**config.mk**
```make
export PLATFORM = sky130hd
export DESIGN_NAME = srp_service_poll
export DESIGN_NICKNAME = d
export VERILOG_FILES = /design/src/srp_pkg.sv /design/src/srp_service_poll.sv /design/src/srp_sync2.sv /design/src/srp_line_term.sv
export VERILOG_INCLUDE_DIRS = /design/src /design/src/src
export SDC_FILE = /design/constraint.sdc
export NUM_CORES = 1
export LEC_CHECK = 0
export ABC_CLOCK_PERIOD_IN_PS = 1900
export BUFFER_PORTS_ARGS = -buffer_cell sky130_fd_sc_hd__buf_2
export CAP_MARGIN = 20
export CORE_MARGIN = 2
export CORE_UTILIZATION = 45
export CTS_BUF_LIST = sky130_fd_sc_hd__clkbuf_16
export CTS_CLUSTER_SIZE = 14
export DETAILED_ROUTE_END_ITERATION = 6
export PLACE_DENSITY = 0.71
export REMOVE_ABC_BUFFERS = 1
export SYNTH_ARGS = -nofsm -noshare
export SYNTH_HDL_FRONTEND = slang
export SYNTH_SLANG_ARGS = --single-unit
export TNS_END_PERCENT = 50
```
**constraint.sdc**
```tcl
create_clock -name clk_i -period 1.9 [get_ports clk_i]
set_clock_uncertainty 0.15 [all_clocks]
set_input_delay 0.57 -clock clk_i [delete_from_list [all_inputs] [get_ports clk_i]]
set_output_delay 0.57 -clock clk_i [all_outputs]
set_load 0.05 [all_outputs]
```
**src/srp_params.svh**
```systemverilog
// Purpose: Constants for the service request and poll block
// Assumes: Included by its bare name where needed
// Notes: Bit positions follow the status byte weights
`ifndef SRP_PARAMS_SVH
`define SRP_PARAMS_SVH
// Status byte bit positions (weight 2**n)
`define SRP_BIT_ERR 0
`define SRP_BIT_MEAS 1
`define SRP_BIT_SWEEP 2
`define SRP_BIT_PLOT 3
`define SRP_BIT_FILE 4
`define SRP_BIT_PROG 5
`define SRP_BIT_RQS 6
`define SRP_BIT_DRDY 7
// Reset values
`define SRP_STB_RST 8'h00
`define SRP_MASK_RST 8'h00
`define SRP_LINE_RST 4'h0
`define SRP_SENSE_RST 1'b1
`define SRP_STORE_RST 7'h63
`define SRP_TERM_RST 2'h0
`define SRP_SEP_RST 1'b0
// Poll line range and drive values
`define SRP_LINE_OFF 4'h0
`define SRP_LINE_MAX 4'h8
`define SRP_DIO_ALL 8'hFF
// Terminator selection: bit 0 adds EOI, bit 1 drops LF
`define SRP_TERM_EOI 0
`define SRP_TERM_CRONLY 1
`define SRP_SEP_COMMA 1'b0
`define SRP_SEP_TERM 1'b1
// Characters
`define SRP_CHR_CR 8'h0D
`define SRP_CHR_LF 8'h0A
`define SRP_CHR_COMMA 8'h2C
`endif

```
**src/srp_pkg.sv**
```systemverilog
// Purpose: Types shared by the service request and poll block
// Assumes: Constants live in srp_params.svh
// Notes: Each module keeps its whole state in one struct here
package srp_pkg;
  // Live instrument conditions
  typedef struct packed {
    logic data_ready;
    logic end_program;
    logic end_plot;
    logic end_sweep;
    logic end_measure;
  } srp_cond_t;
  // Command strobes with values
  typedef struct packed { logic vld; logic [7:0] val; } srp_cmd8_t;
  typedef struct packed { logic vld; logic [6:0] val; } srp_cmd7_t;
  typedef struct packed { logic vld; logic [3:0] val; } srp_cmd4_t;
  typedef struct packed { logic vld; logic val; } srp_cmd1_t;
  typedef struct packed { logic vld; logic [1:0] term; logic sep; } srp_fmt_cmd_t;
  // Terminator sequencer and synchroniser
  typedef enum logic [1:0] {SEQ_IDLE, SEQ_FIRST, SEQ_LAST} srp_seq_t;
  typedef struct packed {
    srp_seq_t st;
    logic [7:0] byte_q;
    logic eoi;
    logic eoi_end;
  } srp_term_st_t;
  typedef struct packed { logic [1:0] meta; logic [1:0] q; } srp_sync_st_t;
  // Main block state
  typedef struct packed {
    logic [7:0] mask;
    logic armed;
    logic srq;
    logic rqs;
    logic err;
    logic eof;
    logic [6:0] cnt;
    logic [6:0] store;
    logic [7:0] stb;
    logic sp_prev;
    logic polled;
    logic [3:0] pp_line;
    logic sense;
    logic pp_req;
    logic [1:0] term;
    logic sep;
    logic [7:0] dio;
    logic [7:0] dio_oe;
  } srp_state_t;
endpackage : srp_pkg

```
**src/srp_service_poll.sv**
```systemverilog
// Purpose: Status byte, service request and poll responses of a bus port
// Assumes: Commands and conditions come from logic on clk_i
// Notes: Poll state pins are synchronised before use
`timescale 1ns/1ns
`default_nettype none
`include "srp_params.svh"
//
// Overview of operation
// - Keep eight-bit status byte with fixed weights
// - Live status bits follow their conditions
// - Request-service flag set with every SRQ
// - Serial poll drives whole status byte
// - Data-ready bit while output data waits
// - End-of-file on store full or last read
// - Error bit only for status-affecting errors
// - Enable mask; first enabled event raises SRQ
// - One request disarms until new enable
// - Enable zero disarms and clears error
// - Abort disarms and clears error, end-of-file and request bits
// - Flag and error cleared by enable, abort, init
// - Poll line one to eight, zero disables
// - Sense selects parallel poll response polarity
// - Poll response follows SRQ event, cleared likewise
// - Poll line setting survives successive requests
// - Selectable line terminator, default CR LF
// - Separator comma or same as terminator
module srp_service_poll (
  input wire logic clk_i,                                    // Clock, 20 MHz
  input wire logic rst_i,                                    // Sync reset, power-off
  input wire logic ce_i,                                     // Clock enable
  input wire srp_pkg::srp_cond_t cond_i,                     // Live conditions
  input wire logic error_event_i,                            // Status error pulse
  input wire logic reading_stored_i,                         // Reading put in store
  input wire logic file_last_read_i,                         // Final reading read out
  input wire logic file_clear_i,                             // Store emptied
  input wire logic abort_i,                                  // Front-panel abort
  input wire logic init_i,                                   // Initialise
  input wire srp_pkg::srp_cmd8_t event_enable_command_i,     // Enable mask command
  input wire srp_pkg::srp_cmd4_t poll_line_select_command_i, // Poll line command
  input wire srp_pkg::srp_cmd1_t poll_sense_command_i,       // Poll sense command
  input wire srp_pkg::srp_cmd7_t store_size_cmd_i,           // Store size command
  input wire srp_pkg::srp_fmt_cmd_t format_cmd_i,            // Term and sep command
  input wire logic spoll_active_i,                           // Pin: being serial polled
  input wire logic ppoll_active_i,                           // Pin: parallel poll in progress
  input wire logic line_req_valid_i,                         // Line end request
  input wire logic line_req_term_i,                          // 1 terminator, 0 separator
  output logic line_req_ready_o,                             // Line end taken
  output logic tx_valid_o,                                   // Char valid
  input wire logic tx_ready_i,                               // Char taken
  output logic [7:0] tx_byte_o,                              // Char
  output logic tx_eoi_o,                                     // EOI with char
  output logic [7:0] service_status_byte_o,                  // Status byte
  output logic srq_o,                                        // SRQ level, always low
  output logic srq_oe_o,                                     // SRQ drive enable
  output logic [7:0] dio_o,                                  // Data lines, 1 = true
  output logic [7:0] dio_oe_o                                // Data line drive enables
);
  import srp_pkg::*;

  srp_state_t s;
  srp_state_t nxt;
  logic [1:0] sync_q;
  logic sp;
  logic pp;
  logic [7:0] live;
  logic [7:0] rise;
  logic fire;
  logic rel;

  // One-hot drive pattern for a poll line, none for zero
  function automatic logic [7:0] srp_line_dec(input logic [3:0] line);
    logic [7:0] v;
    v = 8'h00;
    if (line != `SRP_LINE_OFF && line <= `SRP_LINE_MAX) begin
      v = 8'h01 << (line - 4'h1);
    end
    return v;
  endfunction : srp_line_dec

  // Values after reset or initialise
  function automatic srp_state_t srp_init_st();
    srp_state_t v;
    v = '0;
    v.stb = `SRP_STB_RST;
    v.mask = `SRP_MASK_RST;
    v.pp_line = `SRP_LINE_RST;
    v.sense = `SRP_SENSE_RST;
    v.store = `SRP_STORE_RST;
    v.term = `SRP_TERM_RST;
    v.sep = `SRP_SEP_RST;
    return v;
  endfunction : srp_init_st

  // Poll state pins into the clock domain
  srp_sync2 u_sync (
    .clk_i(clk_i),
    .rst_i(rst_i),
    .ce_i(ce_i),
    .d_i({spoll_active_i, ppoll_active_i}),
    .q_o(sync_q)
  );
  assign sp = sync_q[1];
  assign pp = sync_q[0];

  // Next-state logic
  always_comb begin
    nxt = s;
    live = 8'h00;
    rise = 8'h00;
    fire = 1'b0;
    rel = 1'b0;
    // Output format and store size selection
    if (format_cmd_i.vld) begin
      nxt.term = format_cmd_i.term;
      nxt.sep = format_cmd_i.sep;
    end
    if (store_size_cmd_i.vld) begin
      nxt.store = store_size_cmd_i.val;
    end
    // Parallel poll configuration, out of range ignored
    if (poll_line_select_command_i.vld && poll_line_select_command_i.val <= `SRP_LINE_MAX) begin
      nxt.pp_line = poll_line_select_command_i.val;
      if (poll_line_select_command_i.val == `SRP_LINE_OFF) begin
        nxt.pp_req = 1'b0;
      end
    end
    if (poll_sense_command_i.vld) begin
      nxt.sense = poll_sense_command_i.val;
    end
    // Reading store count
    if (file_clear_i) begin
      nxt.cnt = 7'h00;
      nxt.eof = 1'b0;
    end else if (reading_stored_i && s.cnt != s.store) begin
      nxt.cnt = s.cnt + 7'h01;
      if ((s.cnt + 7'h01) == s.store) begin
        nxt.eof = 1'b1;
      end
    end
    // Enable command arms or disarms
    if (event_enable_command_i.vld) begin
      nxt.mask = event_enable_command_i.val;
      nxt.armed = |event_enable_command_i.val;
      nxt.rqs = 1'b0;
      nxt.err = 1'b0;
      nxt.srq = 1'b0;
      nxt.pp_req = 1'b0;
      nxt.polled = 1'b0;
    end
    // Abort clears stored status and disarms
    if (abort_i) begin
      nxt.mask = `SRP_MASK_RST;
      nxt.armed = 1'b0;
      nxt.rqs = 1'b0;
      nxt.err = 1'b0;
      nxt.srq = 1'b0;
      nxt.pp_req = 1'b0;
      nxt.polled = 1'b0;
      nxt.eof = 1'b0;
      nxt.cnt = 7'h00;
    end
    // Last-read, error and request events win over enable, abort and file clears in the same cycle; init wins over events
    if (file_last_read_i) begin
      nxt.eof = 1'b1;
    end
    if (error_event_i) begin
      nxt.err = 1'b1;
    end
    // Serial poll completion releases SRQ
    nxt.sp_prev = sp;
    if (sp && !s.sp_prev) begin
      nxt.polled = s.srq;
    end
    rel = !sp && s.sp_prev && s.polled;
    if (rel) begin
      nxt.srq = 1'b0;
      nxt.polled = 1'b0;
    end
    // Live status byte without the request flag
    live[`SRP_BIT_DRDY] = cond_i.data_ready;
    live[`SRP_BIT_PROG] = cond_i.end_program;
    live[`SRP_BIT_FILE] = nxt.eof;
    live[`SRP_BIT_PLOT] = cond_i.end_plot;
    live[`SRP_BIT_SWEEP] = cond_i.end_sweep;
    live[`SRP_BIT_MEAS] = cond_i.end_measure;
    live[`SRP_BIT_ERR] = nxt.err;
    // First enabled rising condition raises one request
    rise = live & ~s.stb;
    fire = s.armed && (|(rise & s.mask));
    if (fire) begin
      nxt.srq = 1'b1;
      nxt.rqs = 1'b1;
      nxt.pp_req = 1'b1;
      if (!event_enable_command_i.vld) begin
        nxt.armed = 1'b0;
      end
    end
    if (init_i) begin
      nxt = srp_init_st();
    end
    nxt.stb = live;
    nxt.stb[`SRP_BIT_RQS] = nxt.rqs;
    if (init_i) begin
      nxt.stb = `SRP_STB_RST;
    end
    // Data line drive: parallel poll first, then serial poll
    nxt.dio = 8'h00;
    nxt.dio_oe = 8'h00;
    if (pp) begin
      if (s.pp_req == s.sense) begin
        nxt.dio = srp_line_dec(s.pp_line);
        nxt.dio_oe = srp_line_dec(s.pp_line);
      end
    end else if (sp) begin
      nxt.dio = nxt.stb;
      nxt.dio_oe = `SRP_DIO_ALL;
    end
  end

  // State register, frozen while ce_i is low
  always_ff @(posedge clk_i) begin
    if (rst_i) begin
      s <= srp_init_st();
    end else if (ce_i) begin
      s <= nxt;
    end
  end

  // Terminator and separator characters
  srp_line_term u_term (
    .clk_i(clk_i),
    .rst_i(rst_i),
    .ce_i(ce_i),
    .term_i(s.term),
    .sep_i(s.sep),
    .req_valid_i(line_req_valid_i),
    .req_term_i(line_req_term_i),
    .req_ready_o(line_req_ready_o),
    .tx_valid_o(tx_valid_o),
    .tx_ready_i(tx_ready_i),
    .tx_byte_o(tx_byte_o),
    .tx_eoi_o(tx_eoi_o)
  );

  // Outputs from state
  assign service_status_byte_o = s.stb;
  assign srq_o = 1'b0;
  assign srq_oe_o = s.srq;
  assign dio_o = s.dio;
  assign dio_oe_o = s.dio_oe;
endmodule : srp_service_poll
`default_nettype wire

```
**src/srp_sync2.sv**
```systemverilog
// Purpose: Two-stage synchroniser for the poll state pins
// Assumes: Pins are asynchronous to clk_i
// Notes: First stage feeds only the second stage
`timescale 1ns/1ns
`default_nettype none
module srp_sync2 (
  input wire logic clk_i,       // Clock
  input wire logic rst_i,       // Sync reset
  input wire logic ce_i,        // Clock enable
  input wire logic [1:0] d_i,   // Async inputs
  output logic [1:0] q_o        // Synchronised
);
  import srp_pkg::*;
  srp_sync_st_t s;
  srp_sync_st_t nxt;

  // Shift through two stages
  always_comb begin
    nxt = s;
    nxt.meta = d_i;
    nxt.q = s.meta;
  end

  // State register
  always_ff @(posedge clk_i) begin
    if (rst_i) begin
      s <= '0;
    end else if (ce_i) begin
      s <= nxt;
    end
  end

  assign q_o = s.q;
endmodule : srp_sync2
`default_nettype wire

```
**src/srp_line_term.sv**
```systemverilog
// Purpose: Emits separator or terminator characters of a bus line
// Assumes: Config and requests from logic on clk_i
// Notes: EOI only rides on a terminator, never on a separator
`timescale 1ns/1ns
`default_nettype none
`include "srp_params.svh"
module srp_line_term (
  input wire logic clk_i,        // Clock
  input wire logic rst_i,        // Sync reset
  input wire logic ce_i,         // Clock enable
  input wire logic [1:0] term_i, // Terminator select
  input wire logic sep_i,        // Separator select
  input wire logic req_valid_i,  // Request valid
  input wire logic req_term_i,   // 1 terminator, 0 separator
  output logic req_ready_o,      // Request taken
  output logic tx_valid_o,       // Byte valid
  input wire logic tx_ready_i,   // Byte taken
  output logic [7:0] tx_byte_o,  // Byte
  output logic tx_eoi_o          // EOI with byte
);
  import srp_pkg::*;
  srp_term_st_t s;
  srp_term_st_t nxt;

  // Character sequencing
  always_comb begin
    nxt = s;
    case (s.st)
      SEQ_IDLE: begin
        if (req_valid_i) begin
          if (!req_term_i && sep_i == `SRP_SEP_COMMA) begin
            nxt.byte_q = `SRP_CHR_COMMA;
            nxt.eoi = 1'b0;
            nxt.st = SEQ_LAST;
          end else begin
            nxt.byte_q = `SRP_CHR_CR;
            nxt.eoi_end = req_term_i && term_i[`SRP_TERM_EOI];
            if (term_i[`SRP_TERM_CRONLY]) begin
              nxt.eoi = nxt.eoi_end;
              nxt.st = SEQ_LAST;
            end else begin
              nxt.eoi = 1'b0;
              nxt.st = SEQ_FIRST;
            end
          end
        end
      end
      SEQ_FIRST: begin
        if (tx_ready_i) begin
          nxt.byte_q = `SRP_CHR_LF;
          nxt.eoi = s.eoi_end;
          nxt.st = SEQ_LAST;
        end
      end
      SEQ_LAST: begin
        if (tx_ready_i) begin
          nxt.st = SEQ_IDLE;
        end
      end
      default: begin
        nxt.st = SEQ_IDLE;
      end
    endcase
  end

  // State register
  always_ff @(posedge clk_i) begin
    if (rst_i) begin
      s <= '0;
    end else if (ce_i) begin
      s <= nxt;
    end
  end

  assign req_ready_o = (s.st == SEQ_IDLE);
  assign tx_valid_o = (s.st != SEQ_IDLE);
  assign tx_byte_o = s.byte_q;
  assign tx_eoi_o = s.eoi;
endmodule : srp_line_term
`default_nettype wire

```
==> impl_results.md <==
* Power Internal at 2.76 mW
* CTS tree: yes
* Top cell type's share of synthesized area at 0.379
* Clock slew at reported path FFs at 60 ps
* Fin crit period at 1970 ps
* Hold Crit Class: reg2reg
* Nature of the critical path endpoint: register
* Core area at 8130 um^2
* Synth cell types at 60
* H-Tree Depth at 3
* Mapped Avg Cell Area at 8.67 um^2
* Final Power at 3.80 mW
* Combinational share of power at 0.145
* Latest clock arrival within the worst-skew pair at 330 ps
* Cell area after synthesis at 3750 um^2
* Synth warn at 0
* Violated checks: negative setup slack
* R2r worst-path depth at 7
* Fin crit share at 1.04
* Worst EP arrival at 2010 ps
* Clock power share at 0.440
* Critical Path Sink: s[48]$_SDFFE_PP0P_
* Synthesized instance count at 432
* GRT overflow at 0
* Flop-to-flop setup slack at -70 ps
* Placement Rows at 33
* Max incr delay on CP at 510 ps
* R2r startpoint: s[37]$_SDFFE_PP0P_
* N_diodes at 0
* Worst reg2reg path endpoint: s[48]$_SDFFE_PP0P_
* Fin util at 0.578
* Yosys reg bits at 71
* Antenna violations before repair at 0
* Seq/Total Area, Yosys at 0.379
* GR Layer Usage met1 at 0.271
* Via Count at 3,415
* Fmax at 0.508 GHz
* Crit. Startpoint: s[37]$_SDFFE_PP0P_
* Pin count of the biggest net entering global routing at 34
* Most used routing layer: met2
* Vias in the first global route at 3,212
* Final wirelength at 9580 um
* Die H at 95.2 um
* GPL Wtd Cong at 0.835
* Design Area, Final at 4700 um^2
* Chip Width at 95.2 um
* Largest area contributor in the synthesized netlist: dfxtp_1
* CP Max Fanout at 5
* Max-cap viol count at 0
* Status: finished with violations
* Worst setup margin at -66.8 ps
* Commonest cells post-synth: dfxtp_1 (71), nor2_1 (48), buf_4 (34)
* CP max-delay cell: o41ai_4
* RSZ-0062 raised after global routing: yes
* CP Class: reg2reg
* Net Switching at 1.04 mW
* Clock buffer depth at 2
* Post-synth top flop: dfxtp_1
* Num CTS Buffers at 9
* DRT Pass-1 Iters at 4
* Top post-synthesis cells by area: dfxtp_1 (38%), buf_4 (6.8%), nor2_1 (4.8%), nand3b_1 (3.4%), nand2b_1 (3.3%)
* Count leader, synth: dfxtp_1
* GR Util All Layers at 0.219
* WL/cell at 15.2 um
* Sequential Power Share at 0.415
* Critical Path, Cell by Cell: xnor2_4 > nand2_1 > o41ai_4 > buf_4 > or2_4 > or3_1 > a31oi_1
* Starting Density at 0.461
* Final setup violation count at 13
* Nets@finish at 567
* Maximum VDD drop at 486 uV
* PwrDens at 807 nW/um^2
* Max Slew Vio Count at 0
* Final HPWL DP at 7110 um
* Leakage at 1.88 nW
* Antenna Violating Nets Remaining at 0
* Clock tree root buffer cell: clkbuf_16
* Required time worst endpoint at 1950 ps
* Global-route wire length before repair at 15,400 um
* Synth-to-layout area growth at 25.6%
* Port bufs at 79
* Met2 GRT Util at 0.381
* Global-route track usage on met3 at 0.0403
* Remaining DRCs at 0
* EDFF count, synth at 0
* Ports at 84
* Sw Ratio at 0.273
* Share of cells above drive strength 1 at 0.340
* Ys async rst share at 0
* DP Area at 4250 um^2
* First DRT Iteration DRCs at 140
* Clock Sinks at 71
* Via density at 5.43
* Fin. Hold Viols at 0
* CP Launch Type: register
* Die area at 9070 um^2
layer usage:
metal  part of all wire  vias to the layer above
met1               0.45                     1605
met4              0.015                        0
met5                  0                        -
li1                   -                     1687
met3              0.053                       13
met2               0.48                      110
critical path: cells and delay by family, from the launching register on:
kind | cells | cell delay, ps
and+or+nand+nor | 3 | 340
buffers and inverters | 1 | 220
xor gates and xnor gates | 1 | 210
AOI/OAI and AO/OA | 2 | 570
DFF | 1 | 350
cells by family after synthesis:
group	after synthesis	share of synthesized area
simple gates	169	0.244
buf+inv	67	0.124
flops	71	0.379
other cells	1	0.00100
compound gates	104	0.198
mux	8	0.0217
fa+ha+maj	1	0.00334
xor+xnor	11	0.0277
layout make-up:
cell class                      instances  area (um^2)
Inverter                               10         37.5
Tap cell                              105          131
Clock inverter                          7         72.6
Multi-Input combinational cell        297         1970
Clock buffer                            9          225
Sequential cell                        71         1440
Timing Repair Buffer                  130          826
Fill cell                             743         3430
placed cells by master (no fill, tap or decap), types with 6 or more instances in the layout:
| cell | n |
|---|---|
| a211oi_1 | 9 |
| a21oi_1 | 24 |
| a22oi_1 | 11 |
| a311oi_1 | 7 |
| a32oi_1 | 8 |
| buf_2 | 78 |
| buf_4 | 48 |
| clkbuf_16 | 9 |
| dfxtp_1 | 60 |
| dfxtp_2 | 9 |
| inv_1 | 9 |
| mux2i_1 | 7 |
| nand2_1 | 33 |
| nand2b_1 | 20 |
| nand3_1 | 9 |
| nand3b_1 | 17 |
| nor2_1 | 48 |
| nor2b_1 | 6 |
| nor3_1 | 8 |
| o21ai_0 | 10 |
| or3_1 | 6 |
power by group through the flow:
stage          registers, mW  logic [mW]  clock network, mW
6_report                1.57       0.551               1.67
5_1_grt                 1.58       0.596               1.76
4_1_cts                 1.57       0.548               1.70
3_3_place_gp            1.60       0.527                  0
2_1_floorplan           1.70       0.187                  0
3_5_place_dp            1.61       0.532                  0
worst min path at each step:
| stage | slack [ps] | start | endpoint | depth (start not counted) |
|---|---|---|---|---|
| detailed placement | 290 | u_term.tx_byte_o[3]$_SDFFE_PP0P_ | u_term.tx_byte_o[3]$_SDFFE_PP0P_ | 2 |
| finish | 290 | u_term.tx_byte_o[3]$_SDFFE_PP0P_ | u_term.tx_byte_o[3]$_SDFFE_PP0P_ | 2 |
| floorplan | 300 | u_term.s[0]$_SDFFE_PP0P_ | u_term.s[0]$_SDFFE_PP0P_ | 2 |
| global placement | 280 | u_term.tx_byte_o[3]$_SDFFE_PP0P_ | u_term.tx_byte_o[3]$_SDFFE_PP0P_ | 2 |
| global route | 320 | store_size_cmd_i[5] | s[40]$_SDFFE_PP1P_ | 3 |
| CTS | 300 | u_term.tx_byte_o[3]$_SDFFE_PP0P_ | u_term.tx_byte_o[3]$_SDFFE_PP0P_ | 2 |
flip-flops by register name, summed over array words and instances (netlist names):
register and cells:
u_sync.nxt 2, u_term.s 3, s 33, u_term.tx_eoi_o 1, service_status_byte_o 8, u_term.tx_byte_o 5
dio_o 8, dio_oe_o 8, srq_oe_o 1, u_sync.q_o 2
through the flow:
| step | cells | hold WS [ps] | setup slack (ps) | TNS [ps] |
|---|---|---|---|---|
| final | 629 | 292 | -66.8 | -595 |
| after global routing | 629 | 322 | -168 | -1770 |
| after CTS | 629 | 297 | -100 | -503 |
| after detailed placement | 609 | 288 | -177 | -1710 |
| after global placement | 609 | 282 | -146 | -1330 |
| after floorplan | 378 | 304 | -137 | -1110 |
repair_timing:
action / in CTS / in global routing
resized for setup: 28 / 5
endpoints found under the setup margin: 16 / 16
setup buffers: 3 / 0
pin swaps: 20 / 7
hold endpoints to repair: 0 / 0
gates cloned: 1 / 0
hold buffers: 0 / 0
Power figures use the tool's default switching activity.
